==> config.mk <==
export PLATFORM = sky130hd
export DESIGN_NAME = rtcc_top
export DESIGN_NICKNAME = d
export VERILOG_FILES = /design/src/rtl/rtcc_pkg.sv /design/src/rtl/rtcc_flag_if.sv /design/src/rtl/rtcc_flag_bank.sv /design/src/rtl/rtcc_top.sv
export SDC_FILE = /design/constraint.sdc
export NUM_CORES = 1
export LEC_CHECK = 0
export ABC_CLOCK_PERIOD_IN_PS = 19100
export BUFFER_PORTS_ARGS = -buffer_cell sky130_fd_sc_hd__clkbuf_2
export CORE_ASPECT_RATIO = 0.8
export CORE_MARGIN = 8
export CORE_UTILIZATION = 39
export CTS_BUF_LIST = sky130_fd_sc_hd__clkbuf_16
export DETAILED_ROUTE_END_ITERATION = 7
export PLACE_DENSITY = 0.6
export SLEW_MARGIN = 10
export SYNTH_ARGS = -nofsm -noshare
export SYNTH_HDL_FRONTEND = slang
export SYNTH_SLANG_ARGS = --single-unit
==> constraint.sdc <==
create_clock -name clk_sys -period 19.1 [get_ports clk_sys]
set_clock_uncertainty 0.2 [all_clocks]
set_input_delay 5.73 -clock clk_sys [delete_from_list [all_inputs] [get_ports clk_sys]]
set_output_delay 5.73 -clock clk_sys [all_outputs]
set_load 0.1 [all_outputs]
==> src/rtl/rtcc_pkg.sv <==
// How it works
// - The month is two BCD digits, a one-bit tens and a four-bit units, and only 1 to 12 is ever held.
// - The day is a two-bit tens and four-bit units BCD pair from 1 to 31, 30, 28 or 29 by month and leap year.
// - The weekday is a three-bit count from 0x0 Sunday to 0x6 Saturday that wraps after seven.
// - The year is two four-bit BCD digits from 0 to 99, set and read by software.
// - A cause flag reads 1 once its event occurred; writing 1 clears it and writing 0 leaves it.
// - Regulation done sits at bit 15, stopwatch 1 Hz, 10 Hz and 100 Hz at bits 14, 13 and 12.
// - The alarm flag sits at bit 8 and the day to 1/32 second periodic flags at bits 7 down to 0.
// - Each enable bit matches its flag position; 1 lets the cause request, 0 blocks it.
`default_nettype none
package rtcc_pkg;

	// ------------------------------------------------------------
	// register byte offsets on the bus
	// ------------------------------------------------------------
	localparam logic [7:0] OFS_MONDAY  = 8'h00;
	localparam logic [7:0] OFS_YEARWK  = 8'h04;
	localparam logic [7:0] OFS_FLAGS   = 8'h08;
	localparam logic [7:0] OFS_ENABLES = 8'h0C;

	// ------------------------------------------------------------
	// field positions
	// ------------------------------------------------------------
	localparam int MON_TENS_POS  = 12;
	localparam int MON_UNITS_LSB = 8;
	localparam int DAY_TENS_LSB  = 4;
	localparam int DAY_UNITS_LSB = 0;
	localparam int WK_LSB        = 8;
	localparam int YR_TENS_LSB   = 4;
	localparam int YR_UNITS_LSB  = 0;

	// ------------------------------------------------------------
	// cause flag positions, shared by flags and enables
	// ------------------------------------------------------------
	localparam int FLAG_REGDONE = 15;
	localparam int FLAG_SW1HZ   = 14;
	localparam int FLAG_SW10HZ  = 13;
	localparam int FLAG_SW100HZ = 12;
	localparam int FLAG_ALARM   = 8;
	localparam int FLAG_PER_LSB = 0;
	localparam logic [15:0] FLAG_MASK = 16'hF1FF;

	// ------------------------------------------------------------
	// values after reset
	// ------------------------------------------------------------
	localparam logic [7:0]  MONTH_RST  = 8'h01;
	localparam logic [7:0]  DAY_RST    = 8'h01;
	localparam logic [2:0]  WK_RST     = 3'h0;
	localparam logic [7:0]  YEAR_RST   = 8'h00;
	localparam logic [15:0] FLAGS_RST  = 16'h0000;
	localparam logic [15:0] ENABLE_RST = 16'h0000;

	// ------------------------------------------------------------
	// calendar limits
	// ------------------------------------------------------------
	localparam logic [7:0] MONTH_MAX = 8'h12;
	localparam logic [7:0] YEAR_MAX  = 8'h99;
	localparam logic [2:0] WK_MAX    = 3'h6;

endpackage
`default_nettype wire

==> src/rtl/rtcc_flag_if.sv <==
`timescale 1ns/1ps
`default_nettype none
// cause flag bank link between bus side and flag bank
interface rtcc_flag_if;
	logic [15:0] events;
	logic [15:0] clrMask;
	logic        enWrite;
	logic [15:0] enData;
	logic [15:0] flags;
	logic [15:0] enables;
	logic        irq;
	modport bus  (output events, clrMask, enWrite, enData, input flags, enables, irq);
	modport bank (input events, clrMask, enWrite, enData, output flags, enables, irq);
endinterface
`default_nettype wire

==> src/rtl/rtcc_flag_bank.sv <==
`timescale 1ns/1ps
`default_nettype none
module rtcc_flag_bank (
	// clock and reset
	input wire logic    clk_sys,
	input wire logic    rstn,
	// bus side
	rtcc_flag_if.bank   fl
);

	// ------------------------------------------------------------
	// flag and enable storage
	// ------------------------------------------------------------
	logic [15:0] flags_ff;
	logic [15:0] enables_ff;
	logic        irq_ff;
	logic [15:0] nxt_flags;
	logic [15:0] nxt_enables;
	logic        nxt_irq;

	// set wins over clear so an event in the clear cycle survives
	assign nxt_flags   = ((flags_ff & ~fl.clrMask) | fl.events) & rtcc_pkg::FLAG_MASK;
	assign nxt_enables = fl.enWrite ? (fl.enData & rtcc_pkg::FLAG_MASK) : enables_ff;
	// request follows the next state so it lines up with the flags
	assign nxt_irq     = |(nxt_flags & nxt_enables);

	// state update
	always_ff @(posedge clk_sys) begin
		if (!rstn) begin
			flags_ff   <= rtcc_pkg::FLAGS_RST;
			enables_ff <= rtcc_pkg::ENABLE_RST;
			irq_ff     <= 1'b0;
		end else begin
			flags_ff   <= nxt_flags;
			enables_ff <= nxt_enables;
			irq_ff     <= nxt_irq;
		end
	end

	assign fl.flags   = flags_ff;
	assign fl.enables = enables_ff;
	assign fl.irq     = irq_ff;
endmodule
`default_nettype wire

==> src/rtl/rtcc_top.sv <==
// Implementation choices: the Wishbone slave port and the address map.
`timescale 1ns/1ps
`default_nettype none
module rtcc_top #(
	parameter int ADR_W = 8,
	parameter int DAT_W = 32
) (
	// clock and reset
	input wire logic              clk_sys,
	input wire logic              rstn,
	// wishbone classic slave
	input wire logic              wb_cyc_i,
	input wire logic              wb_stb_i,
	input wire logic              wb_we_i,
	input wire logic [ADR_W-1:0]  wb_adr_i,
	input wire logic [DAT_W/8-1:0] wb_sel_i,
	input wire logic [DAT_W-1:0]  wb_dat_i,
	output logic     [DAT_W-1:0]  wb_dat_o,
	output logic                  wb_ack_o,
	// carry from the hour counter
	input wire logic              dayCarry,
	// cause events, one-cycle pulses
	input wire logic              evRegDone,
	input wire logic [2:0]        evStopwatch,
	input wire logic              evAlarm,
	input wire logic [7:0]        evPeriodic,
	// interrupt request
	output logic                  irqReq
);

	// ------------------------------------------------------------
	// elaboration checks
	// ------------------------------------------------------------
	if (DAT_W != 32) begin : g_bad_width
		$error("rtcc_top serves only a 32-bit data bus");
	end
	if (ADR_W < 8) begin : g_bad_adr
		$error("rtcc_top needs at least 8 address bits");
	end

	// ------------------------------------------------------------
	// helper functions
	// ------------------------------------------------------------
	// byte lanes to a 16-bit write mask
	function automatic logic [15:0] laneMask(input logic [DAT_W/8-1:0] sel);
		laneMask = {{8{sel[1]}}, {8{sel[0]}}};
	endfunction

	// keep old bits outside the enabled lanes
	function automatic logic [15:0] merge(input logic [15:0] old, input logic [15:0] nw,
		input logic [15:0] m);
		merge = (old & ~m) | (nw & m);
	endfunction

	// two-digit bcd step; caller wraps the top digit
	function automatic logic [7:0] bcdInc(input logic [7:0] v);
		if (v[3:0] == 4'h9) begin
			bcdInc = {v[7:4] + 4'h1, 4'h0};
		end else begin
			bcdInc = {v[7:4], v[3:0] + 4'h1};
		end
	endfunction

	// both digits legal bcd
	function automatic logic bcdOk(input logic [7:0] v);
		bcdOk = (v[7:4] <= 4'h9) && (v[3:0] <= 4'h9);
	endfunction

	// last day of a month, leap when the bcd year divides by four
	function automatic logic [7:0] lastDay(input logic [7:0] mon, input logic [7:0] yr);
		logic leap;
		leap = yr[4] ? ((yr[3:0] == 4'h2) || (yr[3:0] == 4'h6))
		             : ((yr[3:0] == 4'h0) || (yr[3:0] == 4'h4) || (yr[3:0] == 4'h8));
		if (mon == 8'h02) begin
			lastDay = leap ? 8'h29 : 8'h28;
		end else if ((mon == 8'h04) || (mon == 8'h06) || (mon == 8'h09) || (mon == 8'h11)) begin
			lastDay = 8'h30;
		end else begin
			lastDay = 8'h31;
		end
	endfunction

	// ------------------------------------------------------------
	// bus decode
	// ------------------------------------------------------------
	logic              ack_ff;
	logic [DAT_W-1:0]  rdat_ff;
	logic              busReq;
	logic              selMonDay;
	logic              selYearWk;
	logic              selFlags;
	logic              selEnables;
	logic              wrCommit;
	logic [15:0]       wrMask;
	logic [15:0]       wrData;

	// full address compare, so aliases answer zero
	assign busReq     = wb_cyc_i & wb_stb_i;
	assign selMonDay  = (wb_adr_i == ADR_W'(rtcc_pkg::OFS_MONDAY));
	assign selYearWk  = (wb_adr_i == ADR_W'(rtcc_pkg::OFS_YEARWK));
	assign selFlags   = (wb_adr_i == ADR_W'(rtcc_pkg::OFS_FLAGS));
	assign selEnables = (wb_adr_i == ADR_W'(rtcc_pkg::OFS_ENABLES));
	// writes land on the edge where the master sees ack
	assign wrCommit   = busReq & wb_we_i & ack_ff;
	assign wrMask     = laneMask(wb_sel_i);
	assign wrData     = wb_dat_i[15:0];

	// ------------------------------------------------------------
	// calendar counters
	// ------------------------------------------------------------
	logic [7:0]  month_ff;
	logic [7:0]  day_ff;
	logic [2:0]  wk_ff;
	logic [7:0]  year_ff;
	logic [7:0]  nxt_month;
	logic [7:0]  nxt_day;
	logic [2:0]  nxt_wk;
	logic [7:0]  nxt_year;
	logic [15:0] monDayView;
	logic [15:0] yearWkView;

	// packed register views, reserved bits zero
	assign monDayView = {3'h0, month_ff[4], month_ff[3:0], 2'h0, day_ff[5:4], day_ff[3:0]};
	assign yearWkView = {5'h00, wk_ff, year_ff[7:4], year_ff[3:0]};

	// write candidates after lane merging
	logic [15:0] monDayNew;
	logic [15:0] yearWkNew;
	logic [7:0]  wrMonth;
	logic [7:0]  wrDay;
	logic [2:0]  wrWk;
	logic [7:0]  wrYear;
	logic        monthOk;
	logic        dayOk;
	logic        wkOk;
	logic        yearOk;
	logic        wrMD;
	logic        wrYW;
	logic [7:0]  monthForDay;
	logic [7:0]  yearForDay;
	logic [7:0]  dayKept;
	logic        dateFits;
	logic        monthTake;
	logic        yearTake;

	assign wrMD      = wrCommit & selMonDay;
	assign wrYW      = wrCommit & selYearWk;
	assign monDayNew = merge(monDayView, wrData, wrMask);
	assign yearWkNew = merge(yearWkView, wrData, wrMask);
	assign wrMonth   = {3'h0, monDayNew[rtcc_pkg::MON_TENS_POS],
		monDayNew[rtcc_pkg::MON_UNITS_LSB +: 4]};
	assign wrDay     = {2'h0, monDayNew[rtcc_pkg::DAY_TENS_LSB +: 2],
		monDayNew[rtcc_pkg::DAY_UNITS_LSB +: 4]};
	assign wrWk      = yearWkNew[rtcc_pkg::WK_LSB +: 3];
	assign wrYear    = {yearWkNew[rtcc_pkg::YR_TENS_LSB +: 4],
		yearWkNew[rtcc_pkg::YR_UNITS_LSB +: 4]};

	// out-of-range values are dropped field by field, the rest still lands
	assign monthOk     = bcdOk(wrMonth) && (wrMonth >= 8'h01)
		&& (wrMonth <= rtcc_pkg::MONTH_MAX);
	assign monthForDay = (wrMD && monthOk) ? wrMonth : month_ff;
	assign yearForDay  = (wrYW && yearOk) ? wrYear : year_ff;
	assign dayOk       = bcdOk(wrDay) && (wrDay >= 8'h01)
		&& (wrDay <= lastDay(monthForDay, yearForDay));
	assign wkOk        = (wrWk <= rtcc_pkg::WK_MAX);
	assign yearOk      = bcdOk(wrYear);
	// a month or year that would strand the kept day is refused, so the
	// stored date never names a day that its month lacks unless dayCarry arrives in that same cycle
	assign dayKept     = (wrMD && dayOk) ? wrDay : day_ff;
	assign dateFits    = (dayKept <= lastDay(monthForDay, yearForDay));
	assign monthTake   = wrMD && monthOk && dateFits;
	assign yearTake    = wrYW && yearOk && dateFits;

	// carry chain on the day tick
	logic dayEnd;
	logic monEnd;
	logic [7:0] stepDay;
	logic [7:0] stepMonth;
	logic [7:0] stepYear;
	logic [2:0] stepWk;

	assign dayEnd    = (day_ff >= lastDay(month_ff, year_ff));
	assign monEnd    = (month_ff == rtcc_pkg::MONTH_MAX);
	assign stepDay   = dayEnd ? rtcc_pkg::DAY_RST : bcdInc(day_ff);
	assign stepMonth = !dayEnd ? month_ff : (monEnd ? rtcc_pkg::MONTH_RST : bcdInc(month_ff));
	assign stepYear  = !(dayEnd && monEnd) ? year_ff
		: ((year_ff == rtcc_pkg::YEAR_MAX) ? rtcc_pkg::YEAR_RST : bcdInc(year_ff));
	assign stepWk    = (wk_ff == rtcc_pkg::WK_MAX) ? 3'h0 : wk_ff + 3'h1;

	// a software write beats the carry for the field it hits
	assign nxt_month = monthTake ? wrMonth : (dayCarry ? stepMonth : month_ff);
	assign nxt_day   = (wrMD && dayOk) ? wrDay : (dayCarry ? stepDay : day_ff);
	assign nxt_wk    = (wrYW && wkOk) ? wrWk : (dayCarry ? stepWk : wk_ff);
	assign nxt_year  = yearTake ? wrYear : (dayCarry ? stepYear : year_ff);

	// calendar state
	always_ff @(posedge clk_sys) begin
		if (!rstn) begin
			month_ff <= rtcc_pkg::MONTH_RST;
			day_ff   <= rtcc_pkg::DAY_RST;
			wk_ff    <= rtcc_pkg::WK_RST;
			year_ff  <= rtcc_pkg::YEAR_RST;
		end else begin
			month_ff <= nxt_month;
			day_ff   <= nxt_day;
			wk_ff    <= nxt_wk;
			year_ff  <= nxt_year;
		end
	end

	// ------------------------------------------------------------
	// cause flags and enables
	// ------------------------------------------------------------
	rtcc_flag_if flagLink ();

	// event positions fixed here, reserved lanes tied low
	assign flagLink.events = {evRegDone, evStopwatch[2], evStopwatch[1], evStopwatch[0],
		3'h0, evAlarm, evPeriodic};
	assign flagLink.clrMask = (wrCommit && selFlags) ? (wrData & wrMask) : 16'h0000;
	assign flagLink.enWrite = wrCommit & selEnables;
	assign flagLink.enData  = merge(flagLink.enables, wrData, wrMask);

	rtcc_flag_bank i_rtcc_flag_bank (
		.clk_sys (clk_sys),
		.rstn    (rstn),
		.fl      (flagLink)
	);

	assign irqReq = flagLink.irq;

	// ------------------------------------------------------------
	// read mux and answer
	// ------------------------------------------------------------
	logic [15:0]      rdLow;
	logic [DAT_W-1:0] nxt_rdat;
	logic             nxt_ack;

	// unmapped offsets read zero and still get ack
	assign rdLow = selMonDay  ? monDayView :
	               selYearWk  ? yearWkView :
	               selFlags   ? flagLink.flags :
	               selEnables ? flagLink.enables : 16'h0000;
	assign nxt_ack  = busReq & ~ack_ff;
	assign nxt_rdat = nxt_ack ? {{(DAT_W-16){1'b0}}, rdLow} : rdat_ff;

	// single-wait answer, ack drops the cycle after
	always_ff @(posedge clk_sys) begin
		if (!rstn) begin
			ack_ff  <= 1'b0;
			rdat_ff <= '0;
		end else begin
			ack_ff  <= nxt_ack;
			rdat_ff <= nxt_rdat;
		end
	end

	assign wb_ack_o = ack_ff;
	assign wb_dat_o = rdat_ff;

	// every event lane checked on its own flag bit
	for (genvar g = 0; g < 3; g++) begin : g_stopwatch_chk

	end
	for (genvar g = 0; g < 8; g++) begin : g_periodic_chk

	end
endmodule
`default_nettype wire

==> run summary <==
status: completed
Die H: 116 µm
Seq cells post-synth: 71
worst hold slack: 278 ps
Synth Cell Area: 4920 µm²
CTS Buffer Depth: 2
Slew headroom: 39.1%
Post-Layout Cell Count: 833
Post-synth EDFFs: 0
post-route minimum period: 12360 ps
fin nets: 737
Worst Max-Slew Pin Slew: 901 ps
Final Max Tran Viols: 0
initial antenna violation count: 0
htree depth: 3
RSZ-0062 raised after global routing: no
Total Routing Usage GR: 19.2%
# rows: 36
yosys warns: 0
M3 GR Usage: 3.84%
crit end category: register
power share of the clock group: 43.9%
CORE AREA: 12300 µm²
WL final: 15800 µm
Setup TNS Final: 0 ps
Top delay family on crit path: simple AND/OR/NAND/NOR gates
Tcrit/Tclk final: 64.7%
Fill cells: 1243
first-pass GRT wire length: 25200 µm
Synth Instances: 617
RePlAce Congestion: 0.903
Reg power frac: 39.8%
Post-DRT Antenna Nets: 0
Gates resized, CTS repair: 0
Power, Total: 0.390 mW
Max rail drop VDD: 0.0512 mV
share of async-settable or async-resettable flops after synthesis: 0%
Reg2Reg Depth: 19
sw power: 0.120 mW
CP Buf/Inv Count: 1
crit path to: month_ff[4]
share of layout cells above drive strength 1: 16.5%
post-CTS setup buffers: 0
worst r2r dst: month_ff[4]
Comb power frac: 16.3%
critical path's most frequent cell: ha_1
Ports: 97
pre-CTS setup slack: 6550 ps
Chip Width: 142 µm
hold buffers post-CTS: 0
busiest grt layer: met2
setup violators final: 0
die area: 16500 µm²
Layout Utilization: 45.3%
CP peak stage delay: 760 ps
R2R Path Start: month_ff[4]
Setup crit start: wb_adr_i[1]
R2R setup slack: 12100 ps
clk slew on worst S/H paths: 60 ps
largest net degree at the start of global routing: 36
Worst Path Class, Setup: in -> reg
commonest cells after routing, fill and taps aside: nor2_1 (71), dfxtp_1 (71), clkbuf_2 (62), o21ai_0 (39), mux2i_1 (35)
vias in the first global route: 4792
TritonCTS clock tree: built
synth unique cells: 65
DR vias/cell: 5.89
clock latency on the worst-skew pair: 340 ps
Mapped Avg Cell Area: 7.97 µm²
CP Cell Sequence: clkbuf_2 > nor4_4 > nand3_1 > nor4_2 > mux2_2 > o21ai_0 > ha_1 > or3b_2 > o2111ai_1 > a32o_1 > nand2_1 > a21o_1 > ha_1 > or2_2 > a32oi_1 > nand4_1 > a211oi_1 > nor3_2 > o311a_1
CP max stage cell: nor4_4
placed instance area: 5250 µm²
M2 GR Usage: 30.0%
Final Hold Vio Count: 0
Critical Path Source Type: input pin
stages on the worst setup path: 19
Peak Freq: 80.9 MHz
PwrDens: 70.3 nW/µm²
leakage: 2.32 nW
Initial Utilization: 40.2%
CTS Buf Count: 9
crit-path max FO: 15
Starting DRT DRC Count: 395
HPWL Detailed: 11800 µm
gr ovfl total: 0
Wirelength per Cell: 18.9 µm
Int Power: 0.270 mW
clock sink count: 71
WP data required: 19130 ps
min-delay worst type: reg -> reg
Max-Cap Viols: 0
via count: 4909
sequential-to-total area share from yosys stat: 28.9%
WP data arrival: 12400 ps
antenna cells: 0
Detailed Routing Iterations Pass 1: 5
P&R area growth vs syn: 12.7%
I/O Buffers: 62
dominant synthesized flop cell: dfxtp_1
placed insts: 817
root buf cell: clkbuf_16
post-route cell area: 5550 µm²
final worst slack: 6740 ps
sw frac: 30.8%
met1 GRT Util: 26.8%
drc violations: 0
## synthesized netlist by cell type, types with 5 or more instances
library cell	n	area (µm²)
inv_1	20	75.1
o22ai_1	14	87.6
mux2i_1	35	350
nand2_1	29	109
nor3_1	21	105
nand2b_1	9	56.3
nand4_1	19	119
a21oi_1	33	165
a21o_1	5	37.5
clkbuf_1	27	101
ha_1	17	213
and3_1	8	50.1
o21a_1	6	45.0
nand3b_1	6	45.0
nand3_1	25	125
nor2_1	71	267
a211oi_1	15	113
a31oi_1	8	50.1
o21ai_0	39	195
nor4_1	9	56.3
a22oi_1	13	97.6
mux2_2	17	191
dfxtp_1	71	1420
nor2b_1	5	31.3
buf_4	17	128
## layout make-up
| type | instances | area (µm²) | share of cell area [%] |
|---|---|---|---|
| Clock buffer | 9 | 225 | 4.06 |
| Timing Repair Buffer | 65 | 333 | 6.00 |
| Inverter | 20 | 75.1 | 1.35 |
| Clock inverter | 7 | 71.3 | 1.29 |
| Sequential cell | 71 | 1420 | 25.6 |
| Multi-Input combinational cell | 490 | 3210 | 57.8 |
| Tap cell | 171 | 214 | 3.86 |
## worst register-to-register path, cell delays in order (launching register included)
cell	delay, ps
dfxtp_1	440
mux2i_1	490
o21ai_0	190
o2bb2ai_1	180
nor4_2	660
mux2_2	490
o21ai_0	330
ha_1	210
or3b_2	450
o2111ai_1	190
a32o_1	290
nand2_1	230
a21o_1	270
ha_1	300
or2_2	310
a32oi_1	200
nand4_1	170
a211oi_1	700
nor3_2	190
o311a_1	390
## power groups by stage
stage	logic [mW]	clock network [mW]	registers (mW)
after floorplan	0.0438	0	0.164
after global placement	0.0621	0	0.158
after detailed placement	0.0628	0	0.158
after CTS	0.0631	0.173	0.155
after global routing	0.0682	0.180	0.155
final	0.0637	0.171	0.155
## state kept, by name, indices dropped and copies added (netlist names)
name and flops:
wb_dat_o 16, i_rtcc_flag_bank.fl.enables 13, i_rtcc_flag_bank.fl.flags 13, day_ff 8
month_ff 8, year_ff 8, wk_ff 3, i_rtcc_flag_bank.fl.irq 1
wb_ack_o 1
## cell families (layout without fill, tap and decap cells)
| family | after synthesis | in the layout | synth area share [%] |
|---|---|---|---|
| simple gates | 237 | 237 | 25.9 |
| compound gates | 160 | 160 | 21.0 |
| other cells | 1 | 16 | 0.0762 |
| fa+ha+maj | 17 | 17 | 4.32 |
| buf+inv | 71 | 101 | 7.07 |
| mux | 53 | 53 | 11.5 |
| xor+xnor | 7 | 7 | 1.25 |
| flops | 71 | 71 | 28.9 |
## worst min-delay path by stage
stage	slack [ps]	from	depth (start not counted)	end
floorplan	260	i_rtcc_flag_bank.fl.flags[1]	2	i_rtcc_flag_bank.fl.flags[1]
global placement	250	wb_dat_o[11]	2	wb_dat_o[11]
detailed placement	260	wb_dat_o[11]	2	wb_dat_o[11]
CTS	270	wb_dat_o[11]	2	wb_dat_o[11]
global route	310	wb_dat_o[11]	2	wb_dat_o[11]
finish	280	wb_dat_o[11]	2	wb_dat_o[11]
## per-layer routing
layer	part of all wire [%]	vias to the layer above
met5	0	-
met4	0.69	0
met3	8.2	12
met2	43	201
met1	48	2354
li1	-	2342
Power figures use the tool's default switching activity.
